--- src/rtl/mac_rx_lf_pkg.sv ---
// Purpose: Constants and types for the receive filter and link fault block
// Assumes: 32-bit register port, 64-bit column interface
// Notes:   Byte addresses, field positions and reset values live here
package mac_rx_lf_pkg;
   localparam int        REG_AW          = 8;
   localparam int        REG_DW          = 32;
   localparam logic [7:0] FILT_CTRL_ADDR = 8'h00;
   localparam logic [7:0] LF_EN_ADDR     = 8'h04;
   localparam logic [7:0] LF_CFG_ADDR    = 8'h08;
   localparam logic [7:0] STATUS_ADDR    = 8'h0C;
   localparam logic [7:0] STA_LO_ADDR    = 8'h10;
   localparam logic [7:0] STA_HI_ADDR    = 8'h14;
   // Filter control fields
   localparam int        FILT_GLOBAL_BIT = 0;
   localparam int        FILT_RUNT_BIT   = 1;
   localparam int        FILT_DA_BIT     = 2;
   localparam int        FILT_PAUSE_BIT  = 4;
   localparam int        FILT_CTRL_BIT   = 5;
   localparam logic [31:0] FILT_CTRL_RST = 32'h00000031;
   // Link fault enable and action selection
   localparam int        LF_EN_BIT       = 0;
   localparam int        LF_CFG_LOC_LSB  = 0;
   localparam int        LF_CFG_REM_LSB  = 2;
   localparam logic [31:0] LF_CFG_RST    = 32'h00000009;
   localparam logic [1:0] ACT_NORMAL     = 2'h0;
   localparam logic [1:0] ACT_RF_SEQ     = 2'h1;
   localparam logic [1:0] ACT_IDLE       = 2'h2;
   // Status fields
   localparam int        ST_LOCAL_BIT    = 0;
   localparam int        ST_REMOTE_BIT   = 1;
   localparam int        ST_LINK_LSB     = 2;
   localparam int        ST_SAF_BIT      = 4;
   // Frame header values
   localparam logic [15:0] ETH_TYPE_CTRL = 16'h8808;
   localparam logic [15:0] OPCODE_PAUSE  = 16'h0001;
   // Column characters
   localparam logic [7:0] SEQ_CHAR       = 8'h9C;
   localparam logic [7:0] SEQ_LOCAL      = 8'h01;
   localparam logic [7:0] SEQ_REMOTE     = 8'h02;
   localparam logic [63:0] RF_COL_D      = 64'h07070707_0200009C;
   localparam logic [7:0] RF_COL_C       = 8'hF1;
   localparam logic [63:0] IDLE_COL_D    = 64'h07070707_07070707;
   localparam logic [7:0] IDLE_COL_C     = 8'hFF;
   // Column timing
   localparam logic [7:0] LF_QUIET_LAST  = 8'h7F;
   localparam logic [2:0] LF_SEQ_NEEDED  = 3'h4;
   // Build variants
   localparam int        BUILD_DUPLEX    = 0;
   localparam int        BUILD_TX_ONLY   = 1;
   localparam int        BUILD_RX_ONLY   = 2;

   typedef enum logic [1:0] {LINK_OK, LINK_LOCAL, LINK_REMOTE} link_e;

   // Fault value of a sequence ordered set in one four-lane half column
   function automatic link_e seq_of(logic [31:0] d, logic [3:0] c);
      if (c != 4'h1 || d[7:0] != SEQ_CHAR || d[23:8] != 16'h0000)
         return LINK_OK;
      if (d[31:24] == SEQ_LOCAL)
         return LINK_LOCAL;
      if (d[31:24] == SEQ_REMOTE)
         return LINK_REMOTE;
      return LINK_OK;
   endfunction
endpackage

--- src/rtl/mac_rx_lf.sv ---
// Purpose: Receive control frame filter and link fault handling
// Assumes: One 64-bit word or column per valid cycle, first frame byte in [63:56], column lane 0 in [7:0]
// Notes:   Receive path delays every word by one stage to see the header
//
// What this block does
// - Filter bit 4 enables pause frame dropping
// - Filter bit 5 enables control frame dropping
// - Both bits reset to one
// - Bit 0 gates all filtering
// - Active pause filter drops pause frames
// - Active control filter drops other control frames
// - No address filter: pause detect still needs multicast or own address
// - Address filter: pass multicast or own pause
// - Filtering never affects pause flow control
// - Only runt filtering means cut-through
// - Any other criterion means store-and-forward
// - Cut-through accepts every identifiable frame
// - Fault signalling off until software enables it
// - Send remote fault or idle during faults
// - Configuration picks action per fault kind
// - Fault sequences set matching status flag
// - Over 127 clean columns clear status
// - Four same sequences within 128 columns
// - 128 quiet columns return link OK
// - Duplex: receive faults feed transmit internally
// - Receive-only: dedicated fault outputs asserted
//
// The address-and-strobe port and the register addresses are this design's own decisions.
module mac_rx_lf
   import mac_rx_lf_pkg::*;
#(
   parameter int BUILD = BUILD_DUPLEX
)(
   input  wire logic        I_MCLK,
   input  wire logic        I_RESETN,
   input  wire logic [7:0]  I_ADDR,
   input  wire logic [31:0] I_WDATA,
   input  wire logic        I_WR,
   input  wire logic        I_RD,
   output logic      [31:0] O_RDATA,
   input  wire logic        I_RX_VALID,
   input  wire logic        I_RX_SOP,
   input  wire logic        I_RX_EOP,
   input  wire logic [63:0] I_RX_DATA,
   output logic             O_RX_VALID,
   output logic             O_RX_SOP,
   output logic             O_RX_EOP,
   output logic      [63:0] O_RX_DATA,
   output logic             O_PAUSE_DET,
   input  wire logic        I_COL_VALID,
   input  wire logic [63:0] I_COL_D,
   input  wire logic [7:0]  I_COL_C,
   input  wire logic [63:0] I_TX_D,
   input  wire logic [7:0]  I_TX_C,
   output logic      [63:0] O_TX_D,
   output logic      [7:0]  O_TX_C,
   input  wire logic        I_TX_NEAR_END_FAULT_IN,
   input  wire logic        I_TX_FAR_END_FAULT_IN,
   output logic             O_LOCAL_FAULT_STATUS,
   output logic             O_REMOTE_FAULT_STATUS,
   output logic             O_RX_NEAR_END_FAULT,
   output logic             O_RX_FAR_END_FAULT
);

   if (BUILD < BUILD_DUPLEX || BUILD > BUILD_RX_ONLY)
   begin : g_bad_build
      $error("mac_rx_lf: unsupported BUILD value");
   end

   ////////////////////////////////////////////////////////////////////////
   // Registers

   logic        glob_en;
   logic        runt_en;
   logic        da_en;
   logic        pause_en;
   logic        ctrl_en;
   logic        lf_en;
   logic [1:0]  loc_act;
   logic [1:0]  rem_act;
   logic [47:0] station;
   logic        local_st;
   logic        remote_st;
   link_e       link;
   logic        store_fwd;
   logic [31:0] next_rdata;

   always_ff @(posedge I_MCLK or negedge I_RESETN)
   begin
      if (!I_RESETN)
      begin
         glob_en  <= FILT_CTRL_RST[FILT_GLOBAL_BIT];
         runt_en  <= FILT_CTRL_RST[FILT_RUNT_BIT];
         da_en    <= FILT_CTRL_RST[FILT_DA_BIT];
         pause_en <= FILT_CTRL_RST[FILT_PAUSE_BIT];
         ctrl_en  <= FILT_CTRL_RST[FILT_CTRL_BIT];
         lf_en    <= 1'b0;
         loc_act  <= LF_CFG_RST[LF_CFG_LOC_LSB +: 2];
         rem_act  <= LF_CFG_RST[LF_CFG_REM_LSB +: 2];
         station  <= 48'h000000000000;
      end
      else if (I_WR)
      begin
         unique case (I_ADDR)
            FILT_CTRL_ADDR:
            begin
               glob_en  <= I_WDATA[FILT_GLOBAL_BIT];
               runt_en  <= I_WDATA[FILT_RUNT_BIT];
               da_en    <= I_WDATA[FILT_DA_BIT];
               pause_en <= I_WDATA[FILT_PAUSE_BIT];
               ctrl_en  <= I_WDATA[FILT_CTRL_BIT];
            end
            LF_EN_ADDR:  lf_en <= I_WDATA[LF_EN_BIT];
            LF_CFG_ADDR:
            begin
               loc_act <= I_WDATA[LF_CFG_LOC_LSB +: 2];
               rem_act <= I_WDATA[LF_CFG_REM_LSB +: 2];
            end
            STA_LO_ADDR: station[31:0]  <= I_WDATA;
            STA_HI_ADDR: station[47:32] <= I_WDATA[15:0];
            default: ;
         endcase
      end
   end

   always_comb
   begin
      next_rdata = 32'h00000000;
      unique case (I_ADDR)
         FILT_CTRL_ADDR:
         begin
            next_rdata[FILT_GLOBAL_BIT] = glob_en;
            next_rdata[FILT_RUNT_BIT]   = runt_en;
            next_rdata[FILT_DA_BIT]     = da_en;
            next_rdata[FILT_PAUSE_BIT]  = pause_en;
            next_rdata[FILT_CTRL_BIT]   = ctrl_en;
         end
         LF_EN_ADDR:  next_rdata[LF_EN_BIT] = lf_en;
         LF_CFG_ADDR:
         begin
            next_rdata[LF_CFG_LOC_LSB +: 2] = loc_act;
            next_rdata[LF_CFG_REM_LSB +: 2] = rem_act;
         end
         STATUS_ADDR:
         begin
            next_rdata[ST_LOCAL_BIT]     = local_st;
            next_rdata[ST_REMOTE_BIT]    = remote_st;
            next_rdata[ST_LINK_LSB +: 2] = link;
            next_rdata[ST_SAF_BIT]       = store_fwd;
         end
         STA_LO_ADDR: next_rdata = station[31:0];
         STA_HI_ADDR: next_rdata[15:0] = station[47:32];
         default: ;
      endcase
   end

   // Unmapped addresses read zero; data stands only in the cycle after
   always_ff @(posedge I_MCLK or negedge I_RESETN)
   begin
      if (!I_RESETN)
         O_RDATA <= 32'h00000000;
      else
         O_RDATA <= I_RD ? next_rdata : 32'h00000000;
   end

   ////////////////////////////////////////////////////////////////////////
   // Receive filter: one-word hold stage so word 1 (type, opcode) is seen
   // before word 0 leaves

   logic        hold_v;
   logic        hold_sop;
   logic        hold_eop;
   logic [63:0] hold_d;
   logic        keep;
   logic        emit;
   logic        is_ctl;
   logic        is_pause;
   logic        da_ok;
   logic        runt_drop;
   logic        drop_hdr;
   logic        next_keep;

   // Anything but runt rejection forces store-and-forward
   assign store_fwd = glob_en && (pause_en || ctrl_en || da_en);
   // A one-word hold flushes on its own when it ends a frame
   assign emit      = hold_v && (I_RX_VALID || hold_eop);
   assign is_ctl    = !hold_eop && I_RX_DATA[31:16] == ETH_TYPE_CTRL;
   assign is_pause  = is_ctl && I_RX_DATA[15:0] == OPCODE_PAUSE;
   assign da_ok     = hold_d[56] || hold_d[63:16] == station;
   // A single-word frame is shorter than any legal frame
   assign runt_drop = glob_en && runt_en && hold_eop;
   assign drop_hdr  = runt_drop || (store_fwd &&
                      ((pause_en && is_pause) ||
                       (ctrl_en && is_ctl && !is_pause) ||
                       (da_en && !da_ok)));
   // Cut-through keeps everything but runts
   assign next_keep = hold_sop ? !drop_hdr : keep;

   always_ff @(posedge I_MCLK or negedge I_RESETN)
   begin
      if (!I_RESETN)
      begin
         hold_v   <= 1'b0;
         hold_sop <= 1'b0;
         hold_eop <= 1'b0;
         hold_d   <= 64'h0000000000000000;
      end
      else if (I_RX_VALID)
      begin
         hold_v   <= 1'b1;
         hold_sop <= I_RX_SOP;
         hold_eop <= I_RX_EOP;
         hold_d   <= I_RX_DATA;
      end
      else if (emit)
         hold_v <= 1'b0;
   end

   always_ff @(posedge I_MCLK or negedge I_RESETN)
   begin
      if (!I_RESETN)
      begin
         keep        <= 1'b1;
         O_RX_VALID  <= 1'b0;
         O_RX_SOP    <= 1'b0;
         O_RX_EOP    <= 1'b0;
         O_RX_DATA   <= 64'h0000000000000000;
         O_PAUSE_DET <= 1'b0;
      end
      else
      begin
         if (emit)
            keep <= next_keep;
         O_RX_VALID <= emit && next_keep;
         O_RX_SOP   <= emit && next_keep && hold_sop;
         O_RX_EOP   <= emit && next_keep && hold_eop;
         if (emit)
            O_RX_DATA <= hold_d;
         // Flow control sees pause frames whatever the filter settings
         O_PAUSE_DET <= emit && hold_sop && is_pause && da_ok;
      end
   end

   ////////////////////////////////////////////////////////////////////////
   // Receive link fault monitor, one step per column

   link_e       seq_lo;
   link_e       seq_hi;
   link_e       col_seq;
   link_e       last_seq;
   logic [7:0]  quiet;
   logic [2:0]  seq_cnt;
   logic [2:0]  next_cnt;
   logic        quiet_end;

   assign seq_lo    = seq_of(I_COL_D[31:0], I_COL_C[3:0]);
   assign seq_hi    = seq_of(I_COL_D[63:32], I_COL_C[7:4]);
   assign col_seq   = (seq_lo != LINK_OK) ? seq_lo : seq_hi;
   // The 128th column in a row without a fault sequence
   assign quiet_end = I_COL_VALID && col_seq == LINK_OK
                      && quiet == LF_QUIET_LAST;
   assign next_cnt  = (col_seq == last_seq && seq_cnt != 3'h0)
                      ? ((seq_cnt == LF_SEQ_NEEDED) ? seq_cnt : seq_cnt + 3'h1)
                      : 3'h1;

   always_ff @(posedge I_MCLK or negedge I_RESETN)
   begin
      if (!I_RESETN)
      begin
         quiet    <= 8'h00;
         seq_cnt  <= 3'h0;
         last_seq <= LINK_OK;
         link     <= LINK_OK;
      end
      else if (I_COL_VALID)
      begin
         if (col_seq != LINK_OK)
         begin
            quiet    <= 8'h00;
            last_seq <= col_seq;
            seq_cnt  <= next_cnt;
            if (next_cnt == LF_SEQ_NEEDED)
               link <= col_seq;
         end
         else if (quiet_end)
         begin
            quiet   <= 8'h00;
            seq_cnt <= 3'h0;
            link    <= LINK_OK;
         end
         else
            quiet <= quiet + 8'h01;
      end
   end

   logic next_local;
   logic next_remote;

   // A sequence in the clearing column cannot coincide with quiet_end
   assign next_local  = (I_COL_VALID && col_seq == LINK_LOCAL) ||
                        (local_st && !quiet_end);
   assign next_remote = (I_COL_VALID && col_seq == LINK_REMOTE) ||
                        (remote_st && !quiet_end);

   always_ff @(posedge I_MCLK or negedge I_RESETN)
   begin
      if (!I_RESETN)
      begin
         local_st              <= 1'b0;
         remote_st             <= 1'b0;
         O_LOCAL_FAULT_STATUS  <= 1'b0;
         O_REMOTE_FAULT_STATUS <= 1'b0;
         O_RX_NEAR_END_FAULT   <= 1'b0;
         O_RX_FAR_END_FAULT    <= 1'b0;
      end
      else
      begin
         local_st              <= next_local;
         remote_st             <= next_remote;
         O_LOCAL_FAULT_STATUS  <= BUILD == BUILD_DUPLEX && next_local;
         O_REMOTE_FAULT_STATUS <= BUILD == BUILD_DUPLEX && next_remote;
         O_RX_NEAR_END_FAULT   <= BUILD == BUILD_RX_ONLY && next_local;
         O_RX_FAR_END_FAULT    <= BUILD == BUILD_RX_ONLY && next_remote;
      end
   end

   ////////////////////////////////////////////////////////////////////////
   // Transmit fault response

   logic       tx_near;
   logic       tx_far;
   logic [1:0] act;

   // Duplex uses its own receive flags; transmit-only trusts the inputs
   assign tx_near = (BUILD == BUILD_TX_ONLY) ? I_TX_NEAR_END_FAULT_IN : local_st;
   assign tx_far  = (BUILD == BUILD_TX_ONLY) ? I_TX_FAR_END_FAULT_IN : remote_st;
   // Near-end fault takes precedence over far-end fault
   assign act     = !lf_en ? ACT_NORMAL :
                    tx_near ? loc_act :
                    tx_far ? rem_act : ACT_NORMAL;

   always_ff @(posedge I_MCLK or negedge I_RESETN)
   begin
      if (!I_RESETN)
      begin
         O_TX_D <= IDLE_COL_D;
         O_TX_C <= IDLE_COL_C;
      end
      else if (act == ACT_RF_SEQ)
      begin
         O_TX_D <= RF_COL_D;
         O_TX_C <= RF_COL_C;
      end
      else if (act == ACT_IDLE)
      begin
         O_TX_D <= IDLE_COL_D;
         O_TX_C <= IDLE_COL_C;
      end
      else
      begin
         O_TX_D <= I_TX_D;
         O_TX_C <= I_TX_C;
      end
   end
endmodule // mac_rx_lf

--- config.mk ---
export PLATFORM = sky130hd
export DESIGN_NAME = mac_rx_lf
export DESIGN_NICKNAME = d
export VERILOG_FILES = /design/src/rtl/mac_rx_lf_pkg.sv /design/src/rtl/mac_rx_lf.sv
export SDC_FILE = /design/constraint.sdc
export NUM_CORES = 1
export LEC_CHECK = 0
export BUFFER_PORTS_ARGS = -buffer_cell sky130_fd_sc_hd__buf_2
export CAP_MARGIN = 20
export CORE_ASPECT_RATIO = 0.75
export CORE_MARGIN = 2
export CORE_UTILIZATION = 50
export DETAILED_ROUTE_END_ITERATION = 8
export PLACE_DENSITY = 0.79
export RECOVER_POWER = 50
export SLEW_MARGIN = 30
export SYNTH_ARGS = -nofsm -noshare
export SYNTH_HDL_FRONTEND = slang
export SYNTH_SLANG_ARGS = --single-unit
--- constraint.sdc ---
create_clock -name I_MCLK -period 2.6 [get_ports I_MCLK]
set_input_delay 0.52 -clock I_MCLK [delete_from_list [all_inputs] [get_ports I_MCLK]]
set_output_delay 0.52 -clock I_MCLK [all_outputs]
set_load 0.01 [all_outputs]
After elaboration in Yosys (flattened, before gate mapping)
Cells that the tools add are included.
Word-level totals
  output and inout bits: 176
  register bits after elaboration: 315
  bits of input ports: 258
  word-level logic and storage cells: 167
Operators by class
  multiplexer cells: 52
  add/subtract/negate cells: 2
  reductions and logical operators: 59
  equality and inequality tests: 25
Operators by type and width (count)
  2-to-1 mux 64 bit: 2
  equality test 48 bit: 1
  2-to-1 mux 2 bit: 19
  2-to-1 mux 32 bit: 1
  2-to-1 mux 8 bit: 4
  nonzero test 16 bit: 2
  logical AND 1 bit: 24
  one-hot mux 10 bit (2 select lines): 1
  equality test 16 x 1 -> 1 bit (second input constant): 1
  equality test 16 bit (second input constant): 1
  equality test 8 x 1 -> 1 bit (second input constant): 2
  equality test 8 x 2 -> 1 bit (second input constant): 2
  equality test 8 x 4 -> 1 bit (second input constant): 2
  equality test 8 x 5 -> 1 bit (second input constant): 2
  2-to-1 mux 16 bit: 1
  != test 8 bit (second input constant): 2
  2-to-1 mux 1 bit: 15
  AND reduction 2 bit: 7
  logical OR 1 bit: 13
  2-to-1 mux 3 bit: 4
  one-hot mux 2 bit (5 select lines): 1
  adder 8 x 1 -> 8 bit (second input constant): 1
  equality test 8 x 3 -> 1 bit (second input constant): 1
  equality test 8 x 7 -> 1 bit (second input constant): 1
  16 further kinds: 28

Depth between registers and ports, before layout
  word-level depth: 18
  depth in mapped cells: 9
  mapped depth without buffers: 8

Least setup slack after synthesis
No wires, ideal clock.
  kind: in2reg
  start point: input port I_COL_D[5]
  end point: register seq_cnt[0]
  arrival: 2440 ps
  setup time: 131 ps
  buffers on the path: 0
  stages on the path: 7
  required time: 2469 ps
  path slack: 29 ps
  cell sequence: nand4b_1 > or3_4 > or4_4 > a21o_1 > a311oi_4 > a21oi_1 > or3_1
Between the ends
  longest elaborated chain between the ends: 12
  elaborated cells between the ends (all ways): 17
  classes of those cells: 2 x eq/ne; 5 x mux; 10 x reduce/logical
Ends and longest elaborated chain
  start, declared: RTL line mac_rx_lf.sv:51  | input wire logic [63:0] I_COL_D,
  != test 8 bit (*): RTL line mac_rx_lf_pkg.sv:56  | if (c != 4'h1 || d[7:0] != SEQ_CHAR || d[23:8] != 16'h0000)
  logical OR 1 bit (*) (2 in series): RTL line mac_rx_lf_pkg.sv:56
  2-to-1 mux 1 bit (*): RTL line mac_rx_lf_pkg.sv:56
  2-to-1 mux 2 bit (*): RTL line mac_rx_lf_pkg.sv:58  | if (d[31:24] == SEQ_LOCAL)
  nonzero test 2 bit: RTL line mac_rx_lf.sv:258  | assign col_seq = (seq_lo != LINK_OK) ? seq_lo : seq_hi;
  2-to-1 mux 2 bit (*): RTL line mac_rx_lf.sv:258
  zero test 2 bit: RTL line mac_rx_lf.sv:260  | assign quiet_end = I_COL_VALID && col_seq == LINK_OK
  logical AND 1 bit: RTL line mac_rx_lf.sv:260
  logical AND 1 bit: RTL line mac_rx_lf.sv:261  | && quiet == LF_QUIET_LAST;
  nonzero test 2 bit (no line)
  AND reduction 2 bit (no line)
  end signal, assigned: RTL line mac_rx_lf.sv:281  | seq_cnt <= next_cnt;
  end, declared: RTL line mac_rx_lf.sv:252  | logic [2:0] seq_cnt;
Mark *: on every way between the ends. The rest lies on a longest branch, timed or not.
A chain may end at the register's enable or synchronous reset.

Final worst setup path
  start point: input port I_RX_VALID
  end point: register O_RX_DATA[35]
Between the ends
  longest elaborated chain between the ends: 2
Ends and longest elaborated chain
  start, declared: RTL line mac_rx_lf.sv:41  | input wire logic I_RX_VALID,
  logical OR 1 bit: RTL line mac_rx_lf.sv:186  | assign emit = hold_v && (I_RX_VALID || hold_eop);
  logical AND 1 bit: RTL line mac_rx_lf.sv:186
  end signal, assigned: RTL line mac_rx_lf.sv:238  | O_RX_DATA <= hold_d;
  end, declared: RTL line mac_rx_lf.sv:48  | output logic [63:0] O_RX_DATA,
Every way passes these cells.

==> results.cfg <==
[critical_path]
crit_path_max_incr_delay_ns = 0.88
crit_slowest_cell = sky130_fd_sc_hd__clkbuf_1
r2r_cells = 8
critical_path_buf_inv_count = 2
worstPathCellList = clkbuf_1, o21ai_4, clkbuf_2, mux2_2
timing_worst_setup_path_type = in2reg
critical_path_required_ns = 3.04
timing.critical_path.fanout_max = 46
crit_family = buffers and inverters
worstSetupPathDepth = 4
critPathLaunchType = primary input
setup.worst_path.end_class = register
critical_path_arrival_ns = 2.81

[timing]
worstMarginPinSlew_ns = 1.29
slew_headroom = 0.140
final-setup-viol-count = 0
timing_hold_violations_final = 0
layout_worst_path_cycle_share = 0.915
final_critical_period_ns = 2.38
final.setup_skew_ns = 0.0213
final.hold.worst_slack_ns = 0.157
rsz0062_at_grt = false
maxClockFrequency_mhz = 420
slew_viol_final = 0

[clock_tree]
cts_max_path_buffers = 3
cts_tree = yes
cts.sinks = 315
worst_skew_pair.late_latency_ns = 0.56
cts.repair.resized = 0
ctsHtreeMaxLevel = 1
number_of_post_cts_setup_repair_buffers = 0
cts-hold-fix-buffers = 1
clk_pin_slew_worst_paths_ns = 0.06
tritoncts.num_buffers = 31
clk_root_buffer_cell = sky130_fd_sc_hd__clkbuf_16

[placement]
dpl_cell_area_um2 = 15800
post-dp-hpwl_um = 28900
numPortBuffers = 429
dpl.cell_count = 1730
gpl.final_weighted_congestion = 0.889

[synthesis]
netlist_instances = 963
yosysTopAreaCellShare = 0.537
post_synth_simple_gate_area = 0.118
synthFlopType = sky130_fd_sc_hd__dfrtp_1
ys_async_sr_fraction = 1.00
synth_adder_area_share = 0.00291
synth_edf_count = 0
netlist_top_cells_area = sky130_fd_sc_hd__dfrtp_1 (54%), sky130_fd_sc_hd__mux2_2 (16%), sky130_fd_sc_hd__dfstp_2 (7.7%)
synth-seq-area-share = 0.615
synth_compound_gate_area_share = 0.0372
synth_cell_type_count = 51
synth_top_family_by_area = multiplexers
synthXorXnorAreaFrac = 0.0380
synth.avg_cell_area_um2 = 13.4
netlist.top_cell.by_area = sky130_fd_sc_hd__dfrtp_1
synthesis.yosys.warnings = 0
synthMuxAreaShare = 0.173
synth_seq_cells = 315
post_synth_instance_area_um2 = 12900

[layout]
post_route_cells_drive_above_1_share = 0.522
areaGrowthSynthToFinish_pct = 30.2
layout.cells.non_filler = 1794
final_util = 0.668
final_area_um2 = 16800
final_nets = 1687
final.fill_count = 1931

[route]
firstDrtPassIters = 5
number_of_routed_nets_with_antenna_violations = 0
drt_wl_total_um = 37900
dr_total_vias = 9610
post-route-drc-count = 0
post_drt_via_cell_ratio = 5.36
first_iter_violations = 586
routed_wire_length_per_instance_um = 21.1

[worst_hold_path]
number_of_cells_on_the_worst_hold_path = 2
hold_removal_path_class = in2reg

[global_routing]
first_global_vias = 9587
grt_use_total = 0.272
grt_max_degree = 73
grt_first_pass_wirelength_um = 55600
antenna_violations_before_repair = 6
grt_overflow_total = 0

[pwr]
power.ir.vdd_worst_mv = 0.486
power-per-cell-area_nw_per_um2 = 723
leakagePower_uw = 0.00820

[die]
pin_count = 434
fp.coreArea_um2 = 25100
die_y_um = 143
placement_rows = 50
fp.dieArea_um2 = 27100
initial_utilization = 0.513
die_w_um = 190

[run]
max_cap_violations = 0

[run_status]
run_status = finished, final reports clean
==> registers in the layout, indices dropped and copies added, names as in the netlist, 2 cells and up <==
signal	count
loc_act	2
quiet	8
O_TX_C	8
rem_act	2
O_RX_DATA	64
seq_cnt	3
station	48
last_seq	2
O_RDATA	32
O_TX_D	64
link	2
hold_d	64
==> per-stage QoR <==
stage / worst slack (ns) / total power, uW / TNS [ns]
finish: 0.222 / 12100 / 0
detailed placement: -0.148 / 7450 / -0.610
global route: 0.0665 / 12600 / 0
CTS: 0.310 / 12300 / 0
global placement: -0.0797 / 7380 / -0.124
floorplan: 0.0289 / 6540 / 0
==> logic make-up after synthesis <==
| family | after synthesis |
|---|---|
| AO/OA/AOI/OAI | 66 |
| XOR/XNOR | 56 |
| adder cells (fa/ha/maj) | 3 |
| buffers and inverters | 53 |
| flip-flops | 315 |
| multiplexers | 199 |
| other | 1 |
| AND/OR/NAND/NOR | 270 |
==> metal layers <==
metal  track usage  part of all wire  up-vias
li1              -                 -     4358
met1         0.357              0.41     4818
met2         0.469              0.50      361
met3        0.0538             0.061       71
met4        0.0641             0.023        2
met5             0           0.00034        -
==> cell type report <==
class / count / area [um2] / share of cell area
clock buffers: 46 / 922 / 0.0549
flip-flops and latches: 315 / 7930 / 0.472
inverters: 9 / 33.8 / 0.00201
well taps: 338 / 423 / 0.0252
diodes: 5 / 12.5 / 0.000745
clock inverters: 12 / 191 / 0.0114
multi-input cells: 596 / 4790 / 0.285
repair buffers: 473 / 2500 / 0.149
==> cells in the mapped netlist (all sizes together), types with 3 or more instances <==
| cell | n |
|---|---|
| nor2 | 20 |
| nor4 | 26 |
| a21o | 5 |
| mux2 | 188 |
| a31oi | 5 |
| dfrtp | 277 |
| inv | 9 |
| mux2i | 11 |
| nor3b | 4 |
| a22o | 11 |
| ha | 3 |
| buf | 6 |
| xnor2 | 50 |
| o21ai | 12 |
| nand4 | 21 |
| and2 | 20 |
| o31ai | 5 |
| or4 | 3 |
| and3 | 42 |
| a21oi | 9 |
| nor4b | 11 |
| nand2b | 24 |
| nand3 | 15 |
| nor2b | 3 |
| clkbuf | 38 |
| nand2 | 66 |
| xor2 | 6 |
| a211oi | 8 |
| dfstp | 38 |
| nor3 | 7 |
==> cells in the final DEF (no fill, tap or decap), drive strengths merged, types with 7 or more instances in the layout <==
| cell | count |
|---|---|
| xnor2 | 50 |
| nor4b | 11 |
| nor3 | 7 |
| buf | 462 |
| and2 | 20 |
| a21oi | 9 |
| and3 | 42 |
| a211oi | 8 |
| clkbuf | 56 |
| o21ai | 12 |
| dfrtp | 277 |
| nor2 | 20 |
| dfstp | 38 |
| nand2 | 66 |
| nor4 | 26 |
| a22o | 11 |
| mux2 | 188 |
| nand2b | 24 |
| nand3 | 15 |
| nand4 | 21 |
| inv | 10 |
| mux2i | 11 |
==> report_power, final <==
group | total (uW) | internal [uW] | switching (uW)
logic | 1630 | 812 | 817
registers | 5720 | 5400 | 324
clock network | 4800 | 2940 | 1860
==> path summary, 6_finish.rpt <==
| check | startpoint | end | slack (ns) |
|---|---|---|---|
| hold reg to reg | keep | keep | 0.47 |
| setup reg to reg | station[34] | O_RX_EOP | 0.28 |
| min in group asynchronous | I_RESETN | O_TX_D[44] | 0.52 |
| hold / removal | I_TX_D[56] | O_TX_D[56] | 0.16 |
| max in group asynchronous | I_RESETN | O_RDATA[31] | 0.50 |
| setup / recovery | I_RX_VALID | O_RX_DATA[35] | 0.22 |
Power figures use the tool's default switching activity.
